### src/hw/dcsr_pkg.sv
// control and status register group: shared constants and carrier types
// assumes a single 100 MHz clock and an APB register port
package dcsr_pkg;

	// register indices; byte address is four times the index
	localparam logic [7:0] IDX_RING_EVENTS  = 8'h04;
	localparam logic [7:0] IDX_LINE_CTRL    = 8'h05;
	localparam logic [7:0] IDX_POWER_CTRL   = 8'h06;
	localparam logic [7:0] IDX_SAMPLE_CTRL  = 8'h07;
	localparam logic [7:0] IDX_RESERVED_A   = 8'h08;
	localparam logic [7:0] IDX_RESERVED_B   = 8'h09;
	localparam logic [7:0] IDX_LOOPBACK     = 8'h0a;
	localparam logic [7:0] IDX_IDENTITY     = 8'h0b;
	localparam logic [7:0] IDX_LINE_STATUS  = 8'h0c;
	localparam logic [7:0] IDX_RING_OPTION  = 8'h0d;

	// field positions
	localparam int BIT_RING_NEG       = 6;
	localparam int BIT_RING_POS       = 5;
	localparam int BIT_ONHOOK_MON     = 3;
	localparam int BIT_RING_DETECT    = 2;
	localparam int BIT_OFFHOOK        = 0;
	localparam int BIT_LINE_PDOWN     = 4;
	localparam int BIT_SYS_PDOWN      = 3;
	localparam int BIT_HIGH_SPEED     = 3;
	localparam int BIT_LOOPBACK       = 0;
	localparam int BIT_FRAME_LOCK     = 6;
	localparam int BIT_RING_INT       = 7;
	localparam int BIT_FRAME_LOSS_INT = 5;
	localparam int BIT_FULL_WAVE      = 0;

	// reset values
	localparam logic [7:0] RST_LINE_CTRL   = 8'h00;
	localparam logic [7:0] RST_POWER_CTRL  = 8'h10;
	localparam logic [7:0] RST_SAMPLE_CTRL = 8'h00;
	localparam logic [7:0] RST_LOOPBACK    = 8'h00;

	// arbitrary system-side revision value
	localparam logic [3:0] SYSTEM_REVISION = 4'h2;

	// ring detect hold time
	localparam longint RING_HOLD_MS  = 5000;
	localparam longint CLOCK_KHZ     = 100000;
	localparam int     RING_HOLD_CYC = int'(RING_HOLD_MS * CLOCK_KHZ);
	localparam int     CNT_W         = 32;

	// live status reported by the line-side device
	typedef struct packed {
		logic       ring_pos;
		logic       ring_neg;
		logic       frame_lock;
		logic [4:0] loop_current_level;
		logic [3:0] line_side_identifier;
	} dcsr_line_status_t;

	// apb request as seen by the slave
	typedef struct packed {
		logic        psel;
		logic        penable;
		logic        pwrite;
		logic [7:0]  paddr;
		logic [31:0] pwdata;
	} dcsr_apb_req_t;

endpackage : dcsr_pkg

### src/hw/dcsr_regs.sv
// control and status registers of the system-side line interface device
// assumes an apb master on clock, line-side status inputs synchronous to clock
//
// Contract
// - negative-ring status bit reads 1 while a negative ring is present.
// - positive-ring status bit reads 1 while a positive ring is present.
// - on-hook monitor bit enables low-power monitoring without going off-hook.
// - ring-detect flag set by ringing, cleared 5 s after last positive ring or off-hook.
// - full-wave option lets negative rings set ring-detect too.
// - off-hook bit 1 takes line side off-hook, 0 returns it on-hook.
// - line-side power-down bit keeps line side low power; resets to 1.
// - system power-down holds until a reset pulse; host supplies it.
// - high-speed bit selects 8 kHz or 16 kHz sample rate.
// - in high-speed mode frame stays 8 kHz, two samples in adjacent slots.
// - digital loopback returns receive highway data unchanged on transmit.
// - upper nibble of revision register holds line-side identifier.
// - lower nibble of revision register holds system-side revision.
// - frame-lock bit reads 1 when isolation link is locked.
// - loop current reads as 5-bit field, 3.3 mA per step.
// - loop current codes 00000 low, 00100 minimum, 11111 overload.
// - ring interrupt flag set on ringing, held until host writes 0.
// - frame-loss interrupt flag set whenever frame lock is missing.
//
// Local design decision: register access over APB.
`timescale 1ns/10ps
module dcsr_regs #(
	parameter int RING_HOLD_CYCLES = dcsr_pkg::RING_HOLD_CYC
) (
	input  logic                         clock,
	input  logic                         rstn,
	input  dcsr_pkg::dcsr_apb_req_t      apb_req,
	output logic [31:0]                  prdata,
	output logic                         pready,
	output logic                         pslverr,
	input  dcsr_pkg::dcsr_line_status_t  line_status,
	input  logic                         highway_receive_in,
	input  logic                         codec_transmit_in,
	output logic                         highway_transmit_out,
	output logic                         offhook_command,
	output logic                         onhook_monitor_enable,
	output logic                         line_side_powerdown,
	output logic                         system_side_powerdown,
	output logic                         high_speed_sampling,
	output logic                         samples_per_frame_two
);

	logic [7:0] line_ctrl;
	logic [7:0] power_ctrl;
	logic [7:0] sample_ctrl;
	logic [7:0] loopback_ctrl;
	logic       full_wave_ring_option;
	logic       ring_interrupt_flag;
	logic       frame_loss_interrupt_flag;
	logic       ring_detect_flag;
	logic       ring_detect_prev;
	logic       offhook_pulse;
	logic       wr_access;
	logic       setup;
	logic [7:0] wr_index;
	logic [7:0] wr_byte;
	logic [7:0] next_read;
	logic       next_err;

	////////////////////////////////////////////////////////////////////////
	// address helpers

	// byte address to register index; misaligned addresses are unmapped
	function automatic logic [7:0] reg_index(input logic [7:0] addr);
		reg_index = {2'h0, addr[7:2]};
	endfunction : reg_index

	function automatic logic is_mapped(input logic [7:0] addr);
		logic [7:0] idx;
		idx = {2'h0, addr[7:2]};
		is_mapped = (addr[1:0] == 2'h0) && idx >= dcsr_pkg::IDX_RING_EVENTS
			&& idx <= dcsr_pkg::IDX_RING_OPTION;
	endfunction : is_mapped

	////////////////////////////////////////////////////////////////////////
	// apb phase decode; pready is raised by the setup edge so no wait states
	assign setup     = apb_req.psel & ~apb_req.penable;
	assign wr_access = apb_req.psel & apb_req.penable & apb_req.pwrite & pready
		& is_mapped(apb_req.paddr);
	assign wr_index  = reg_index(apb_req.paddr);
	assign wr_byte   = apb_req.pwdata[7:0];
	// after system power-down only reset brings control writes back
	assign offhook_pulse = wr_access & ~system_side_powerdown
		& wr_index == dcsr_pkg::IDX_LINE_CTRL & wr_byte[dcsr_pkg::BIT_OFFHOOK];

	// read mux; status fields are live, reserved bits zero
	always_comb begin
		next_read = 8'h00;
		next_err  = ~is_mapped(apb_req.paddr);
		case (reg_index(apb_req.paddr))
			dcsr_pkg::IDX_RING_EVENTS: begin
				next_read[dcsr_pkg::BIT_RING_INT]       = ring_interrupt_flag;
				next_read[dcsr_pkg::BIT_FRAME_LOSS_INT] = frame_loss_interrupt_flag;
			end
			dcsr_pkg::IDX_LINE_CTRL: begin
				next_read[dcsr_pkg::BIT_RING_NEG]    = line_status.ring_neg;
				next_read[dcsr_pkg::BIT_RING_POS]    = line_status.ring_pos;
				next_read[dcsr_pkg::BIT_ONHOOK_MON]  = line_ctrl[dcsr_pkg::BIT_ONHOOK_MON];
				next_read[dcsr_pkg::BIT_RING_DETECT] = ring_detect_flag;
				next_read[dcsr_pkg::BIT_OFFHOOK]     = line_ctrl[dcsr_pkg::BIT_OFFHOOK];
			end
			dcsr_pkg::IDX_POWER_CTRL:  next_read = power_ctrl;
			dcsr_pkg::IDX_SAMPLE_CTRL: next_read = sample_ctrl;
			dcsr_pkg::IDX_LOOPBACK:    next_read = loopback_ctrl;
			dcsr_pkg::IDX_IDENTITY: begin
				next_read = {line_status.line_side_identifier,
					dcsr_pkg::SYSTEM_REVISION};
			end
			dcsr_pkg::IDX_LINE_STATUS: begin
				next_read[dcsr_pkg::BIT_FRAME_LOCK] = line_status.frame_lock;
				next_read[4:0] = line_status.loop_current_level;
			end
			dcsr_pkg::IDX_RING_OPTION: begin
				next_read[dcsr_pkg::BIT_FULL_WAVE] = full_wave_ring_option;
			end
			default: next_read = 8'h00;
		endcase
		// refused addresses return zero so a misaligned read leaks no register
		if (next_err) next_read = 8'h00;
	end

	////////////////////////////////////////////////////////////////////////
	// bus answer, captured at the setup edge
	always_ff @(posedge clock) begin
		if (!rstn) begin
			pready  <= 1'b0;
			prdata  <= 32'h0000_0000;
			pslverr <= 1'b0;
		end else if (setup) begin
			pready  <= 1'b1;
			prdata  <= {24'h00_0000, next_read};
			pslverr <= next_err;
		end else begin
			pready  <= 1'b0;
			pslverr <= 1'b0;
		end
	end

	////////////////////////////////////////////////////////////////////////
	// control registers; status and reserved bits are masked off on write
	always_ff @(posedge clock) begin
		if (!rstn) begin
			line_ctrl <= dcsr_pkg::RST_LINE_CTRL;
		end else if (wr_access && !system_side_powerdown
			&& wr_index == dcsr_pkg::IDX_LINE_CTRL) begin
			line_ctrl <= 8'h00;
			line_ctrl[dcsr_pkg::BIT_ONHOOK_MON] <= wr_byte[dcsr_pkg::BIT_ONHOOK_MON];
			line_ctrl[dcsr_pkg::BIT_OFFHOOK]    <= wr_byte[dcsr_pkg::BIT_OFFHOOK];
		end
	end

	// power-down bits; system power-down is sticky until reset
	always_ff @(posedge clock) begin
		if (!rstn) begin
			power_ctrl <= dcsr_pkg::RST_POWER_CTRL;
		end else if (wr_access && !system_side_powerdown
			&& wr_index == dcsr_pkg::IDX_POWER_CTRL) begin
			power_ctrl <= 8'h00;
			power_ctrl[dcsr_pkg::BIT_LINE_PDOWN] <= wr_byte[dcsr_pkg::BIT_LINE_PDOWN];
			power_ctrl[dcsr_pkg::BIT_SYS_PDOWN]  <= wr_byte[dcsr_pkg::BIT_SYS_PDOWN];
		end
	end

	// sample rate, loopback and ring option
	always_ff @(posedge clock) begin
		if (!rstn) begin
			sample_ctrl           <= dcsr_pkg::RST_SAMPLE_CTRL;
			loopback_ctrl         <= dcsr_pkg::RST_LOOPBACK;
			full_wave_ring_option <= 1'b0;
		end else if (wr_access && !system_side_powerdown) begin
			if (wr_index == dcsr_pkg::IDX_SAMPLE_CTRL) begin
				sample_ctrl <= 8'h00;
				sample_ctrl[dcsr_pkg::BIT_HIGH_SPEED] <= wr_byte[dcsr_pkg::BIT_HIGH_SPEED];
			end
			if (wr_index == dcsr_pkg::IDX_LOOPBACK) begin
				loopback_ctrl <= 8'h00;
				loopback_ctrl[dcsr_pkg::BIT_LOOPBACK] <= wr_byte[dcsr_pkg::BIT_LOOPBACK];
			end
			if (wr_index == dcsr_pkg::IDX_RING_OPTION) begin
				full_wave_ring_option <= wr_byte[dcsr_pkg::BIT_FULL_WAVE];
			end
		end
	end

	////////////////////////////////////////////////////////////////////////
	// ring detect hold timer
	dcsr_ring_timer #(
		.HOLD_CYCLES (RING_HOLD_CYCLES)
	) u_ring_timer (
		.clock            (clock),
		.rstn             (rstn),
		.ring_pos         (line_status.ring_pos),
		.ring_neg         (line_status.ring_neg),
		.full_wave        (full_wave_ring_option),
		.offhook_pulse    (offhook_pulse),
		.ring_detect_flag (ring_detect_flag)
	);

	// sticky event flags; hardware set wins over a host clear
	always_ff @(posedge clock) begin
		if (!rstn) begin
			ring_detect_prev          <= 1'b0;
			ring_interrupt_flag       <= 1'b0;
			frame_loss_interrupt_flag <= 1'b0;
		end else begin
			ring_detect_prev <= ring_detect_flag;
			if (ring_detect_flag && !ring_detect_prev) begin
				ring_interrupt_flag <= 1'b1;
			end else if (wr_access && wr_index == dcsr_pkg::IDX_RING_EVENTS
				&& !wr_byte[dcsr_pkg::BIT_RING_INT]) begin
				ring_interrupt_flag <= 1'b0;
			end
			if (!line_status.frame_lock) begin
				frame_loss_interrupt_flag <= 1'b1;
			end else if (wr_access && wr_index == dcsr_pkg::IDX_RING_EVENTS
				&& !wr_byte[dcsr_pkg::BIT_FRAME_LOSS_INT]) begin
				frame_loss_interrupt_flag <= 1'b0;
			end
		end
	end

	////////////////////////////////////////////////////////////////////////
	// control outputs to the line side and codec, all registered
	always_ff @(posedge clock) begin
		if (!rstn) begin
			offhook_command       <= 1'b0;
			onhook_monitor_enable <= 1'b0;
			line_side_powerdown   <= 1'b1;
			system_side_powerdown <= 1'b0;
			high_speed_sampling   <= 1'b0;
			samples_per_frame_two <= 1'b0;
		end else begin
			offhook_command       <= line_ctrl[dcsr_pkg::BIT_OFFHOOK];
			onhook_monitor_enable <= line_ctrl[dcsr_pkg::BIT_ONHOOK_MON];
			line_side_powerdown   <= power_ctrl[dcsr_pkg::BIT_LINE_PDOWN];
			// once set, nothing but reset clears it
			system_side_powerdown <= system_side_powerdown
				| power_ctrl[dcsr_pkg::BIT_SYS_PDOWN];
			high_speed_sampling   <= sample_ctrl[dcsr_pkg::BIT_HIGH_SPEED];
			// frame rate stays 8 kHz, so 16 kHz needs two adjacent slots
			samples_per_frame_two <= sample_ctrl[dcsr_pkg::BIT_HIGH_SPEED];
		end
	end

	// loopback: raw receive bit goes out on transmit unchanged, one clock later
	always_ff @(posedge clock) begin
		if (!rstn) begin
			highway_transmit_out <= 1'b0;
		end else if (loopback_ctrl[dcsr_pkg::BIT_LOOPBACK]) begin
			highway_transmit_out <= highway_receive_in;
		end else begin
			highway_transmit_out <= codec_transmit_in;
		end
	end
endmodule : dcsr_regs

### src/hw/dcsr_ring_timer.sv
// ring detect hold timer: flag set by ringing, cleared after hold time or off-hook
// assumes ring inputs synchronous to clock
`timescale 1ns/10ps
module dcsr_ring_timer #(
	parameter int HOLD_CYCLES = dcsr_pkg::RING_HOLD_CYC
) (
	input  logic clock,
	input  logic rstn,
	input  logic ring_pos,
	input  logic ring_neg,
	input  logic full_wave,
	input  logic offhook_pulse,
	output logic ring_detect_flag
);

	logic [dcsr_pkg::CNT_W-1:0] hold_count;
	logic                       ring_set;

	// negative rings count only with the full-wave option
	assign ring_set = ring_pos | (full_wave & ring_neg);

	////////////////////////////////////////////////////////////////////////
	// hold counter reloads on every positive ring; a full-wave negative ring loads it only when it is at zero
	always_ff @(posedge clock) begin
		if (!rstn) begin
			hold_count <= '0;
		end else if (ring_pos) begin
			hold_count <= dcsr_pkg::CNT_W'(HOLD_CYCLES);
		end else if (ring_set && hold_count == '0) begin
			hold_count <= dcsr_pkg::CNT_W'(HOLD_CYCLES);
		end else if (offhook_pulse) begin
			hold_count <= '0;
		end else if (hold_count != '0) begin
			hold_count <= hold_count - 1'b1;
		end
	end

	// set wins over off-hook and timeout clear
	always_ff @(posedge clock) begin
		if (!rstn) begin
			ring_detect_flag <= 1'b0;
		end else if (ring_set) begin
			ring_detect_flag <= 1'b1;
		end else if (offhook_pulse || hold_count == dcsr_pkg::CNT_W'(1)) begin
			ring_detect_flag <= 1'b0;
		end
	end

endmodule : dcsr_ring_timer

### config.mk
export PLATFORM = sky130hd
export DESIGN_NAME = dcsr_regs
export DESIGN_NICKNAME = d
export VERILOG_FILES = /design/src/hw/dcsr_pkg.sv /design/src/hw/dcsr_regs.sv /design/src/hw/dcsr_ring_timer.sv
export SDC_FILE = /design/constraint.sdc
export NUM_CORES = 1
export LEC_CHECK = 0
export BUFFER_PORTS_ARGS = -buffer_cell sky130_fd_sc_hd__buf_2
export CAP_MARGIN = 0
export CORE_MARGIN = 3
export CORE_UTILIZATION = 43
export DETAILED_ROUTE_END_ITERATION = 6
export GPL_TIMING_DRIVEN = 0
export PLACE_DENSITY = 0.69
export SYNTH_ARGS = -nofsm -noshare
export SYNTH_HDL_FRONTEND = slang
export SYNTH_HIERARCHICAL = 1
export SYNTH_SLANG_ARGS = --single-unit
### constraint.sdc
create_clock -name clock -period 5.2 [get_ports clock]
set_input_delay 0.26 -clock clock [delete_from_list [all_inputs] [get_ports clock]]
set_output_delay 0.26 -clock clock [all_outputs]
set_load 0.005 [all_outputs]
## After elaboration in Yosys (flattened, before gate mapping)

Cells that the tools add are included.

- Add/subtract/negate cells: 1
- Order comparisons: 2
- Eq/ne operators: 10
- Multiplexer cells: 20
- Bitwise operators: 15
- Reduce and logical (&&, ||, !) cells: 26

Operator list:

| cell | count |
|---|---|
| $mux 29 | 4 |
| $eq 32x1->1 const B | 1 |
| $logic_not 32->1 | 1 |
| $reduce_bool 32->1 | 1 |
| $sub 32x1->32 const B | 1 |
| $eq 6x3->1 const B | 4 |
| $eq 6x4->1 const B | 4 |
| $logic_and 1x1->1 | 10 |
| $and 1x1->1 | 9 |
| $pmux 1 s3 | 3 |
| $mux 1 | 8 |
| $mux 8 | 1 |
| $pmux 2 s4 | 1 |
| $reduce_and 2->1 | 4 |
| $ge 6x3->1 const B | 1 |
| $le 6x4->1 const B | 1 |
| $logic_not 1->1 | 4 |
| $not 1->1 | 4 |
| $pmux 1 s2 | 2 |
| $pmux 1 s4 | 1 |
| $reduce_bool 2->1 | 2 |
| $reduce_bool 4->1 | 1 |
| $reduce_or 4->1 | 1 |
| $logic_not 2->1 | 1 |
| other kinds (3) | 4 |

- Flip-flop bits (word level): 59
- Bits of input ports: 59
- Output and inout port bits: 41
- Word-level logic and storage cells: 94

## Logic depth before layout (Yosys ltp)

Gate-level depths: netlist (run 1).

- Depth after elaboration: 10
- Gate-level depth with buffers: 9
- Mapped depth without buffers: 7

## By module

The synthesis (run 1) kept the hierarchy.

By module, submodules not included:

| module | instances | cells an instance | area an instance (um^2) | seq. area each (um^2) |
|---|---|---|---|---|
| dcsr_ring_timer | 1 | 196 | 1747.9 | 660.6 |
| dcsr_regs | 1 | 157 | 1455.1 | 520.5 |

## Worst setup path before layout (run 1)

Ideal clock, no wire load.

- Path kind: reg-to-reg
- From: reg u_ring_timer/hold_count[0] (netlist bit)
- To: reg u_ring_timer/hold_count[30] (netlist bit)
- Arrival: 1932 ps
- Required time: 5070 ps
- Slack: 3139 ps
- Cell stages (with the launch flop): 10
- Buffers on the path: 2
- Cells stage by stage: dfxtp_1 inv_1 ha_1 nor4b_2 nand4_2 nor4_2 or4_1 buf_2 buf_4 a21oi_1

- Cells in the longest elaborated chain, start to end: 3

Ends and longest elaborated chain:

| item | line | RTL |
|---|---|---|
| from (decl) | dcsr_ring_timer.sv:16 | `logic [dcsr_pkg::CNT_W-1:0] hold_count;` |
| from (signal assigned) | dcsr_ring_timer.sv:28 | `hold_count <= dcsr_pkg::CNT_W'(HOLD_CYCLES);` |
| from (signal assigned) | dcsr_ring_timer.sv:30 | `hold_count <= dcsr_pkg::CNT_W'(HOLD_CYCLES);` |
| from (signal assigned) | dcsr_ring_timer.sv:34 | `hold_count <= hold_count - 1'b1;` |
| parallel branches: the longest is 3 deep, another holds $sub 32x1->32 | -- |  |

Several ways; the timed one is not identified.
A chain may end at the register's enable or synchronous reset.

## Worst setup path in the final report (run 1)

- From: reg u_ring_timer/hold_count[0] (netlist bit)
- To: reg u_ring_timer/hold_count[25] (netlist bit)

The elaborated chain is that of the path after synthesis.

==> results of run 1 <==
## path summary, 6_finish.rpt
kind	from	to	slack, ns
worst max register to register	u_ring_timer/hold_count[0]	u_ring_timer/hold_count[25]	2.60
worst min-delay path	line_status[9]	frame_loss_interrupt_flag	0.12
worst max-delay path	u_ring_timer/hold_count[0]	u_ring_timer/hold_count[25]	2.60
worst min register to register	prdata[7]	prdata[7]	0.46
## stage by stage
stage / instances / area (um2)
final: 535 / 3870
after global routing: 535 / 3870
after CTS: 535 / 3870
after detailed placement: 519 / 3640
after global placement: 519 / 3640
after floorplan: 376 / 3290
## cell families after synthesis
family          Yosys count  synth area share, %
simple gates            142                 29.8
compound gates           83                 17.0
flops                    59                 36.9
buf+inv                  46                 9.61
xor+xnor                 13                 3.55
mux                       7                 2.23
fa+ha+maj                 2                0.781
other cells               1                0.117
## where the power goes
part	switching, mW	internal, mW
combinational	0.0993	0.0769
sequential	0.0279	0.474
clock	0.182	0.293
total	0.309	0.844
## metal layers
metal | global-route usage (%) | wire length, um | vias to the layer above
met3 | 4.39 | 383 | 16
met2 | 31.4 | 3730 | 84
met4 | 8.29 | 161 | 0
met5 | 0 | 0 | -
met1 | 22.1 | 3430 | 1306
li1 | - | - | 1433
## worst max-delay path, delay by kind of cell (launching register included)
family          cells  cell delay, ns
buf+inv             3            0.53
compound gates      1            0.06
simple gates        4            1.29
flops               1            0.35
fa+ha+maj           1            0.23
## flip-flops by register name, summed over array words and instances (netlist names), 2 cells and up
signal	cells
u_ring_timer/hold_count	32
prdata	8
line_ctrl	2
power_ctrl	2
## cell type report
type,count,area share [%]
buffer,36,6.98
multi-input combinational,271,46.5
clock inverter,5,1.94
sequential,59,30.5
tap,96,3.10
clock buffer,11,3.91
inverter,10,0.970
timing repair buffer,47,6.08
## synthesized netlist by cell type (3+ instances only)
master,n
dfxtp_1,59
buf_4,27
o21ai_0,27
nand2_1,21
a21oi_1,18
nor2_1,16
nand3_1,13
nor3_1,13
or3_1,11
inv_1,10
o31ai_1,10
or4_1,10
xnor2_1,7
and2_1,6
mux2i_1,6
nand2b_1,6
nand4_1,6
xor2_1,6
nor4_1,5
nor4_4,5
buf_6,4
nor3_2,4
o41ai_1,4
a21boi_0,3
a222oi_1,3
and3_1,3
and4_1,3
o21a_1,3
==> metrics.yaml, run 1 <==
floorplan:
  fp.dieH_um: 92.3
  die_area_mm2: 0.00852
  core_area_mm2: 0.00702
  num_io_pins: 100
  rows: 30
  die_w_um: 92.3
  start_util_pct: 45.6
clock_network:
  cts_max_level: 3
  clkLatencyLatePin_ns: 0.34
  cts.repair.resized: 0
  cts-root-buf: "clkbuf_8"
  cts.clk_slew.worst_paths_ns: 0.07
  max-clock-path-buffers: 2
  cts_hold_buf: 0
  cts.sinks: 59
  cts_tree: "built"
  cts_buffers: 9
  cts_setup_buffers: 0
cells_and_area:
  final_common_cell: "dfxtp_1"
  multi_input_area_mm2: 0.00180
  fillers: 673
  drive_gt1_share_pct: 27.3
  layout_common_cells: "59 x dfxtp_1, 49 x buf_2, 27 x o21ai_0, 27 x buf_4, 24 x conb_1"
  register_area_mm2: 0.00118
  synthToLayoutAreaGrowth_pct: 20.9
  diodes: 0
  final_nets: 495
  post-route-util_pct: 55.2
sta:
  grt_setup_unrepaired: "false"
  setup_viol: 0
  layout_setup_ws_ns: 2.60
  drv_slew: 0
  hold_violations: 0
  fin_setup_tns_ns: 0
  maxSlewHeadroom_pct: 17.7
  worst_slew_pin_slew_ns: 1.22
  timing.final.crit_share_pct: 50.0
  layout_min_cycle_time_ns: 2.60
  fmax_ghz: 0.384
  worst_hold_slack_ns: 0.120
  fin_skew_ns: 0.00944
synth:
  netlist_area_mm2: 0.00320
  synth-seq-cells: 59
  synth_top_area_cell: "dfxtp_1"
  yosysTopAreaCellShare_pct: 36.9
  async_reset_ff_share_pct: 0
  synth_edf_count: 0
  synthTopCellsByArea: "dfxtp_1 37%, buf_4 6.3%, o21ai_0 4.2%"
  yosysSeqAreaShare_pct: 36.9
  ys_types: 63
  ys.flop_type: "dfxtp_1"
  postSynthCellCount: 353
  avgSynthCellArea_um2: 9.07
  yosysWarningCount: 6
grt:
  grt_pass1_wl_mm: 12.6
  grt_max_degree: 12
  antenna_found_initial: 0
  grt.total_usage_pct: 18.5
  grt_pass1_vias: 2671
  grt.overflow.total: 0
critical_path:
  worstPathRequired_ns: 5.40
  cp-start-kind: "flop"
  r2r_cells: 9
  cp_data_arrival_time_ns: 2.80
  crit_type: "reg2reg"
  worst_path_max_delay_cell: "nor4b_2"
  crit_chain: "inv_1 > ha_1 > nor4b_2 > nand4_2 > nor4_2 > or4_1 > buf_2 > buf_4 > a21oi_1"
  max_stage_delay_ns: 0.42
  crit_path_end_kind: "flop"
  cp_max_fo: 10
pwr:
  p_leak_nw: 1.58
  ir_drop_mv: 0.130
  power.density_mw_per_mm2: 298
  power_mw: 1.15
placement:
  io_buffers: 47
  post-place-ws_ns: 2.66
  hpwl_mm: 5.75
  gp_congestion: 0.848
detailed_routing:
  drtIter0Drc: 180
  drt-vias-per-instance: 5.31
  drc: 0
  wl_mm: 7.71
  drtAntennaViolNets: 0
  route.vias.total: 2839
  avgRoutedWirePerCell_um: 14.4
  dr.pass1.iters: 4
outcome:
  outcome: "finished clean"
hold_path:
  hold_depth: 2
  hold_class: "in2reg"
run:
  cap_violations: 0
No activity file was read; power rests on OpenSTA's default activity.
==> run 2: changes to the inputs <==
--- a/config.mk
+++ b/config.mk
@@ -11,7 +11,7 @@
 export CORE_UTILIZATION = 43
 export DETAILED_ROUTE_END_ITERATION = 6
 export GPL_TIMING_DRIVEN = 0
-export PLACE_DENSITY = 0.69
+export PLACE_DENSITY = 0.72
 export SYNTH_ARGS = -nofsm -noshare
 export SYNTH_HDL_FRONTEND = slang
 export SYNTH_HIERARCHICAL = 1
==> constraint.sdc (replaced) <==
create_clock -name clock -period 2.3 [get_ports clock]
set_input_delay 0.115 -clock clock [delete_from_list [all_inputs] [get_ports clock]]
set_output_delay 0.115 -clock clock [all_outputs]
set_load 0.005 [all_outputs]
==> metrics.yaml, run 2 (synthesis results as in run 1) <==
detailed_routing:
  drt-vias-per-instance: 5.43  # +2.3%
  dr.pass1.iters: 5  # +1
  drtAntennaViolNets: 0  # unchanged
  drtIter0Drc: 213  # +18%
  drc: 0  # unchanged
  wl_mm: 7.88  # +2.2%
  route.vias.total: 2943  # +3.7%
  avgRoutedWirePerCell_um: 14.5  # +0.89%
floorplan:
  start_util_pct: 45.6  # unchanged
  die_area_mm2: 0.00852  # unchanged
  rows: 30  # unchanged
  num_io_pins: 100  # unchanged
  core_area_mm2: 0.00702  # unchanged
  die_w_um: 92.3  # unchanged
  fp.dieH_um: 92.3  # unchanged
critical_path:
  crit_chain: "inv_1 > ha_2 > nor4b_4 > nand4_4 > nor4_4 > or4_1 > buf_6 > buf_6 > a21oi_1"
  reg2reg_to: "u_ring_timer/hold_count[20]"
  worstPathRequired_ns: 2.52  # -2.88 ns
  cp-start-kind: "flop"
  worst-path-stages: 9  # unchanged
  rrSetupSlack_ns: 0.11  # -2.49 ns
  worst_path_max_delay_cell: "nor4_4"
  cp_max_fo: 10  # unchanged
  cp_data_arrival_time_ns: 2.41  # -0.39 ns
  cp.buffers_inverters: 3  # unchanged
  crit_path_frequent_cell: "buf_6"
  timing.rr.start: "u_ring_timer/hold_count[0]"
  r2r_cells: 9  # unchanged
  crit_path_end_kind: "flop"
  crit_type: "reg2reg"
  max_stage_delay_ns: 0.36  # -0.06 ns
  path_delay_family: "simple AND/OR/NAND/NOR gates"
hold_path:
  hold_class: "in2reg"
  holdCritStartpoint: "codec_transmit_in"
  holdPathEnd: "highway_transmit_out"
  hold_depth: 3  # +1
grt:
  grt.total_usage_pct: 18.7  # +0.21 points
  antenna_found_initial: 0  # unchanged
  grt.overflow.total: 0  # unchanged
  grt_pass1_vias: 2712  # +1.5%
  grt_pass1_wl_mm: 12.7  # +0.55%
  grt_max_degree: 12  # unchanged
sta:
  worst_slew_pin_slew_ns: 0.887  # -0.336 ns
  layout_min_cycle_time_ns: 2.19  # -0.415 ns
  hold_violations: 0  # unchanged
  setup_viol: 0  # unchanged
  fmax_ghz: 0.457  # +19%
  maxSlewHeadroom_pct: 40.3  # +23 points
  drv_slew: 0  # unchanged
  fin_skew_ns: 0.00628  # -0.00317 ns
  fin_setup_tns_ns: 0  # unchanged
  timing.final.crit_share_pct: 95.1  # +45 points
cells_and_area:
  synthToLayoutAreaGrowth_pct: 24.4
  fillers: 644  # -4.3%
  largest_register_ffs: 32  # unchanged
  layout_common_cells: "59 x dfxtp_1, 48 x buf_2, 32 x buf_4"
  diodes: 0  # unchanged
  final_nets: 502  # +1.4%
  drive_gt1_share_pct: 28.9  # +1.6 points
  largest_registers: "u_ring_timer/hold_count (32), prdata (8)"
  top_register: "u_ring_timer/hold_count"
  final_common_cell: "dfxtp_1"
pwr:
  power.density_mw_per_mm2: 678  # +130%
  p_leak_nw: 1.64  # +3.7%
  ir_drop_mv: 0.321  # +150%
  power_mw: 2.70  # +130%
outcome:
  outcome: "finished clean"
clock_network:
  cts.sinks: 59  # unchanged
  cts_max_level: 3  # unchanged
  cts_tree: "built"
  cts_buffers: 9  # unchanged
  cts.clk_slew.worst_paths_ns: 0.07  # about the same
  cts-root-buf: "clkbuf_8"
  max-clock-path-buffers: 2  # unchanged
  clkLatencyLatePin_ns: 0.35  # about the same
placement:
  hpwl_mm: 5.82  # +1.2%
  io_buffers: 47  # unchanged
  gp_congestion: 0.906  # +6.8%
run:
  cap_violations: 0  # unchanged
==> run 2: what timing repair did <==
action / CTS / global route
endpoints found under the setup margin: 30 / 29
gates resized for setup: 2 / 10
pin swaps: 1 / 3
hold buffers: 1 / 0
endpoints found under the hold margin: 1 / 0
setup buffers: 2 / 4
==> run 2: through the flow <==
| stage | setup WS [ns] | instance area [um2] | hold WS (ns) | util, % | instances |
|---|---|---|---|---|---|
| floorplan | 0.239 | 3290 | 0.206 | - | 376 |
| global placement | -0.219 | 3640 | 0.328 | 51.9 | 519 |
| detailed placement | -0.269 | 3640 | 0.336 | 51.9 | 519 |
| CTS | 0.00197 | 3930 | 0.0307 | 56.0 | 538 |
| global route | -0.00746 | 3990 | 0.0510 | 56.8 | 542 |
| finish | 0.113 | 3990 | 0.0350 | 56.8 | 542 |
==> run 2: metal layers <==
layer | track usage, % | vias up | wire length, um | share of wire, %
li1 | - | 1454 | - | -
met1 | 22.4 | 1376 | 3270 | 41
met2 | 31.6 | 101 | 3970 | 50
met3 | 5.93 | 12 | 521 | 6.6
met4 | 6.19 | 0 | 121 | 1.5
met5 | 0 | - | 0 | 0
==> run 2: worst max path at each step <==
stage                                              to                       start  slack, ns
after CTS                 u_ring_timer/hold_count[20]  u_ring_timer/hold_count[0]      0.002
final                     u_ring_timer/hold_count[20]  u_ring_timer/hold_count[0]       0.11
after global placement     u_ring_timer/hold_count[5]  u_ring_timer/hold_count[0]      -0.22
after detailed placement   u_ring_timer/hold_count[5]  u_ring_timer/hold_count[0]      -0.27
after global routing       u_ring_timer/hold_count[4]  u_ring_timer/hold_count[0]     -0.007
after floorplan           u_ring_timer/hold_count[30]  u_ring_timer/hold_count[0]       0.24
==> run 2: layout make-up <==
cell class | count | area, um2 | area share, %
sequential | 59 | 1180 | 29.6
clock inverter | 7 | 116 | 2.92
timing repair buffer | 54 | 290 | 7.28
clock buffer | 9 | 124 | 3.11
inverter | 10 | 37.5 | 0.942
multi-input combinational | 271 | 1830 | 46.0
tap | 96 | 120 | 3.01
buffer | 36 | 282 | 7.06
==> run 2: where the power goes <==
group          leakage [nW]  total (mW)  switching [mW]  internal [mW]
combinational          1.03       0.426           0.238          0.188
sequential            0.483        1.14          0.0651           1.07
clock                 0.119        1.14           0.422          0.716
total                  1.64        2.70           0.725           1.98
==> run 2: worst register-to-register path, delay by kind of cell (launching register included) <==
kind            cells  cell delay [ns]
simple gates        4             1.05
buf+inv             3             0.40
flops               1             0.35
fa+ha+maj           1             0.22
compound gates      1             0.05
==> run 3: changes to the inputs <==
--- a/config.mk
+++ b/config.mk
@@ -8,10 +8,10 @@
 export BUFFER_PORTS_ARGS = -buffer_cell sky130_fd_sc_hd__buf_2
 export CAP_MARGIN = 0
 export CORE_MARGIN = 3
-export CORE_UTILIZATION = 43
+export CORE_UTILIZATION = 55
 export DETAILED_ROUTE_END_ITERATION = 6
 export GPL_TIMING_DRIVEN = 0
-export PLACE_DENSITY = 0.72
+export PLACE_DENSITY = 0.85
 export SYNTH_ARGS = -nofsm -noshare
 export SYNTH_HDL_FRONTEND = slang
 export SYNTH_HIERARCHICAL = 1
==> constraint.sdc (replaced) <==
create_clock -name clock -period 2.7 [get_ports clock]
set_input_delay 0.135 -clock clock [delete_from_list [all_inputs] [get_ports clock]]
set_output_delay 0.135 -clock clock [all_outputs]
set_load 0.005 [all_outputs]
==> metrics.yaml, run 3 (synthesis results as in run 1) <==
run:
  cap_violations: 0  # unchanged
clock_network:
  cts-root-buf: "clkbuf_8"
  cts.clk_slew.worst_paths_ns: 0.07  # about the same
  cts_setup_buffers: 0  # -2
  cts_buffers: 9  # unchanged
  cts_tree: "built"
  cts_max_level: 3  # unchanged
  max-clock-path-buffers: 2  # unchanged
  clkLatencyLatePin_ns: 0.33  # -0.02 ns
  cts.sinks: 59  # unchanged
outcome:
  outcome: "finished clean"
grt:
  grt.total_usage_pct: 24.4  # +5.7 points
  grt_max_degree: 12  # unchanged
  grt.overflow.total: 0  # unchanged
  antenna_found_initial: 0  # unchanged
  grt_pass1_wl_mm: 12.6  # -0.82%
  grt_pass1_vias: 2697  # -0.55%
detailed_routing:
  dr.pass1.iters: 4  # -1
  route.vias.total: 2945  # +0.068%
  drtAntennaViolNets: 0  # unchanged
  drtIter0Drc: 174  # -18%
  avgRoutedWirePerCell_um: 15.5  # +6.3%
  drc: 0  # unchanged
  wl_mm: 7.91  # +0.44%
  drt-vias-per-instance: 5.75  # +5.9%
pwr:
  combPwrFrac_pct: 16.4  # +0.6 points
  p_leak_nw: 1.57  # -4.1%
  sequentialPowerShare_pct: 45.9  # +3.8 points
  switching_share_pct: 28.4  # +1.6 points
  power_frac_clock_pct: 37.6  # -4.5 points
  ir_drop_mv: 0.286  # -11%
  power.density_mw_per_mm2: 551  # -19%
  power_mw: 2.11  # -22%
  switchingPower_uw: 599  # -17%
  internal_power_mw: 1.51  # -24%
sta:
  hold_violations: 0  # unchanged
  fmax_ghz: 0.397  # -13%
  setup_viol: 0  # unchanged
  fin_skew_ns: 0.0110  # +0.00475 ns
  maxSlewHeadroom_pct: 41.4  # +1.1 points
  timing.final.crit_share_pct: 93.3  # -1.7 points
  layout_min_cycle_time_ns: 2.52  # +0.333 ns
  layout_setup_ws_ns: 0.180  # +0.0667 ns
  worst_slew_pin_slew_ns: 0.871  # -0.0164 ns
  drv_slew: 0  # unchanged
critical_path:
  worstPathRequired_ns: 2.88  # +0.36 ns
  max_stage_delay_ns: 0.42  # +0.06 ns
  cp.buffers_inverters: 2  # -1
  cp_max_fo: 10  # unchanged
  cp_data_arrival_time_ns: 2.70  # +0.29 ns
  cp-start-kind: "flop"
  worst_path_max_delay_cell: "nor3_4"
  path_delay_family: "simple AND/OR/NAND/NOR gates"
  crit_type: "reg2reg"
  crit_path_end_kind: "flop"
  crit_chain: "inv_1 > ha_1 > nor4b_4 > nand4_2 > nor3_4 > or3_1 > clkbuf_2 > o21ai_0"
placement:
  io_buffers: 47  # unchanged
  place_inst: 495  # -4.6%
  gp_congestion: 0.905  # about the same
  hpwl_mm: 5.86  # +0.57%
  post-place-ws_ns: 0.121  # +0.390 ns
cells_and_area:
  diodes: 0  # unchanged
  largest_register_ffs: 32  # unchanged
  top_register: "u_ring_timer/hold_count"
  fin_cells: 512  # -5.5%
  fillers: 452  # -30%
  final_common_cell: "dfxtp_1"
  final_nets: 496  # -1.2%
  synthToLayoutAreaGrowth_pct: 19.5
  layout_common_cells: "59 x dfxtp_1, 49 x buf_2, 27 x o21ai_0, 27 x buf_4, 24 x conb_1"
  largest_registers: "u_ring_timer/hold_count (32), prdata (8)"
  drive_gt1_share_pct: 27.0  # -1.9 points
floorplan:
  fp.dieH_um: 82.3  # -11%
  rows: 27  # -10%
  num_io_pins: 100  # unchanged
  start_util_pct: 57.5  # +12 points
  die_w_um: 82.3  # -11%
  die_area_mm2: 0.00678  # -20%
  core_area_mm2: 0.00557  # -21%
hold_path:
  hold_class: "in2reg"
## run 3: cell count changes in the layout (fill, tap and decap cells not counted), sizes merged
cell and delta:
buf -6, bufinv -2, clkbuf +2
## run 3: through the flow
stage / utilization, % / TNS [ns] / cell area, um2 / hold slack [ns]
3_5_place_dp: 64.8 / 0 / 3610 / 0.348
2_1_floorplan: - / 0 / 3290 / 0.226
6_report: 68.7 / 0 / 3830 / 0.0811
3_3_place_gp: 64.8 / 0 / 3610 / 0.352
4_1_cts: 68.5 / 0 / 3820 / 0.0724
5_1_grt: 68.7 / -0.00167 / 3830 / 0.0986
## run 3: final timing paths
kind,from,end,slack (ns),depth (start not counted)
max reg2reg,u_ring_timer/hold_count[0],u_ring_timer/hold_count[24],0.18,8
max,u_ring_timer/hold_count[0],u_ring_timer/hold_count[24],0.18,8
min reg2reg,prdata[4],prdata[4],0.46,2
min,codec_transmit_in,highway_transmit_out,0.08,3
## run 3: power by group through the flow
stage          sequential [mW]  combinational (mW)  clock [mW]
3_5_place_dp             0.987               0.335           0
4_1_cts                  0.968               0.339       0.806
6_report                 0.969               0.347       0.794
3_3_place_gp             0.983               0.327           0
2_1_floorplan            0.975               0.253           0
5_1_grt                  0.974               0.385       0.851
## run 3: cell type report
cell class,instances,area (um2),area share (%)
Clock inverter,5,52.6,1.37
Sequential cell,59,1180,30.9
Tap cell,72,90.1,2.35
Clock buffer,11,141,3.69
Inverter,10,37.5,0.981
Timing Repair Buffer,48,245,6.41
Multi-Input combinational cell,271,1810,47.3
Buffer,36,270,7.06
## run 3: layer usage
layer  up-vias  share of wire [%]  track usage [%]
li1       1436                  -                -
met1      1374                 45             30.5
met2       117                 47             38.0
met3        18                6.2             5.31
met4         0                2.2             14.8
met5         -                  0                0
## run 3: timing repair
action | CTS | global route
hold buffers | 1 | 0
setup endpoints to repair | 0 | 27
gates resized for setup | 0 | 1
hold endpoints to repair | 1 | 0
## run 3: tightest hold or removal path, stage by stage
cell	delay, ns
buf_2	0.07
mux2i_1	0.05
nor2b_1	0.11
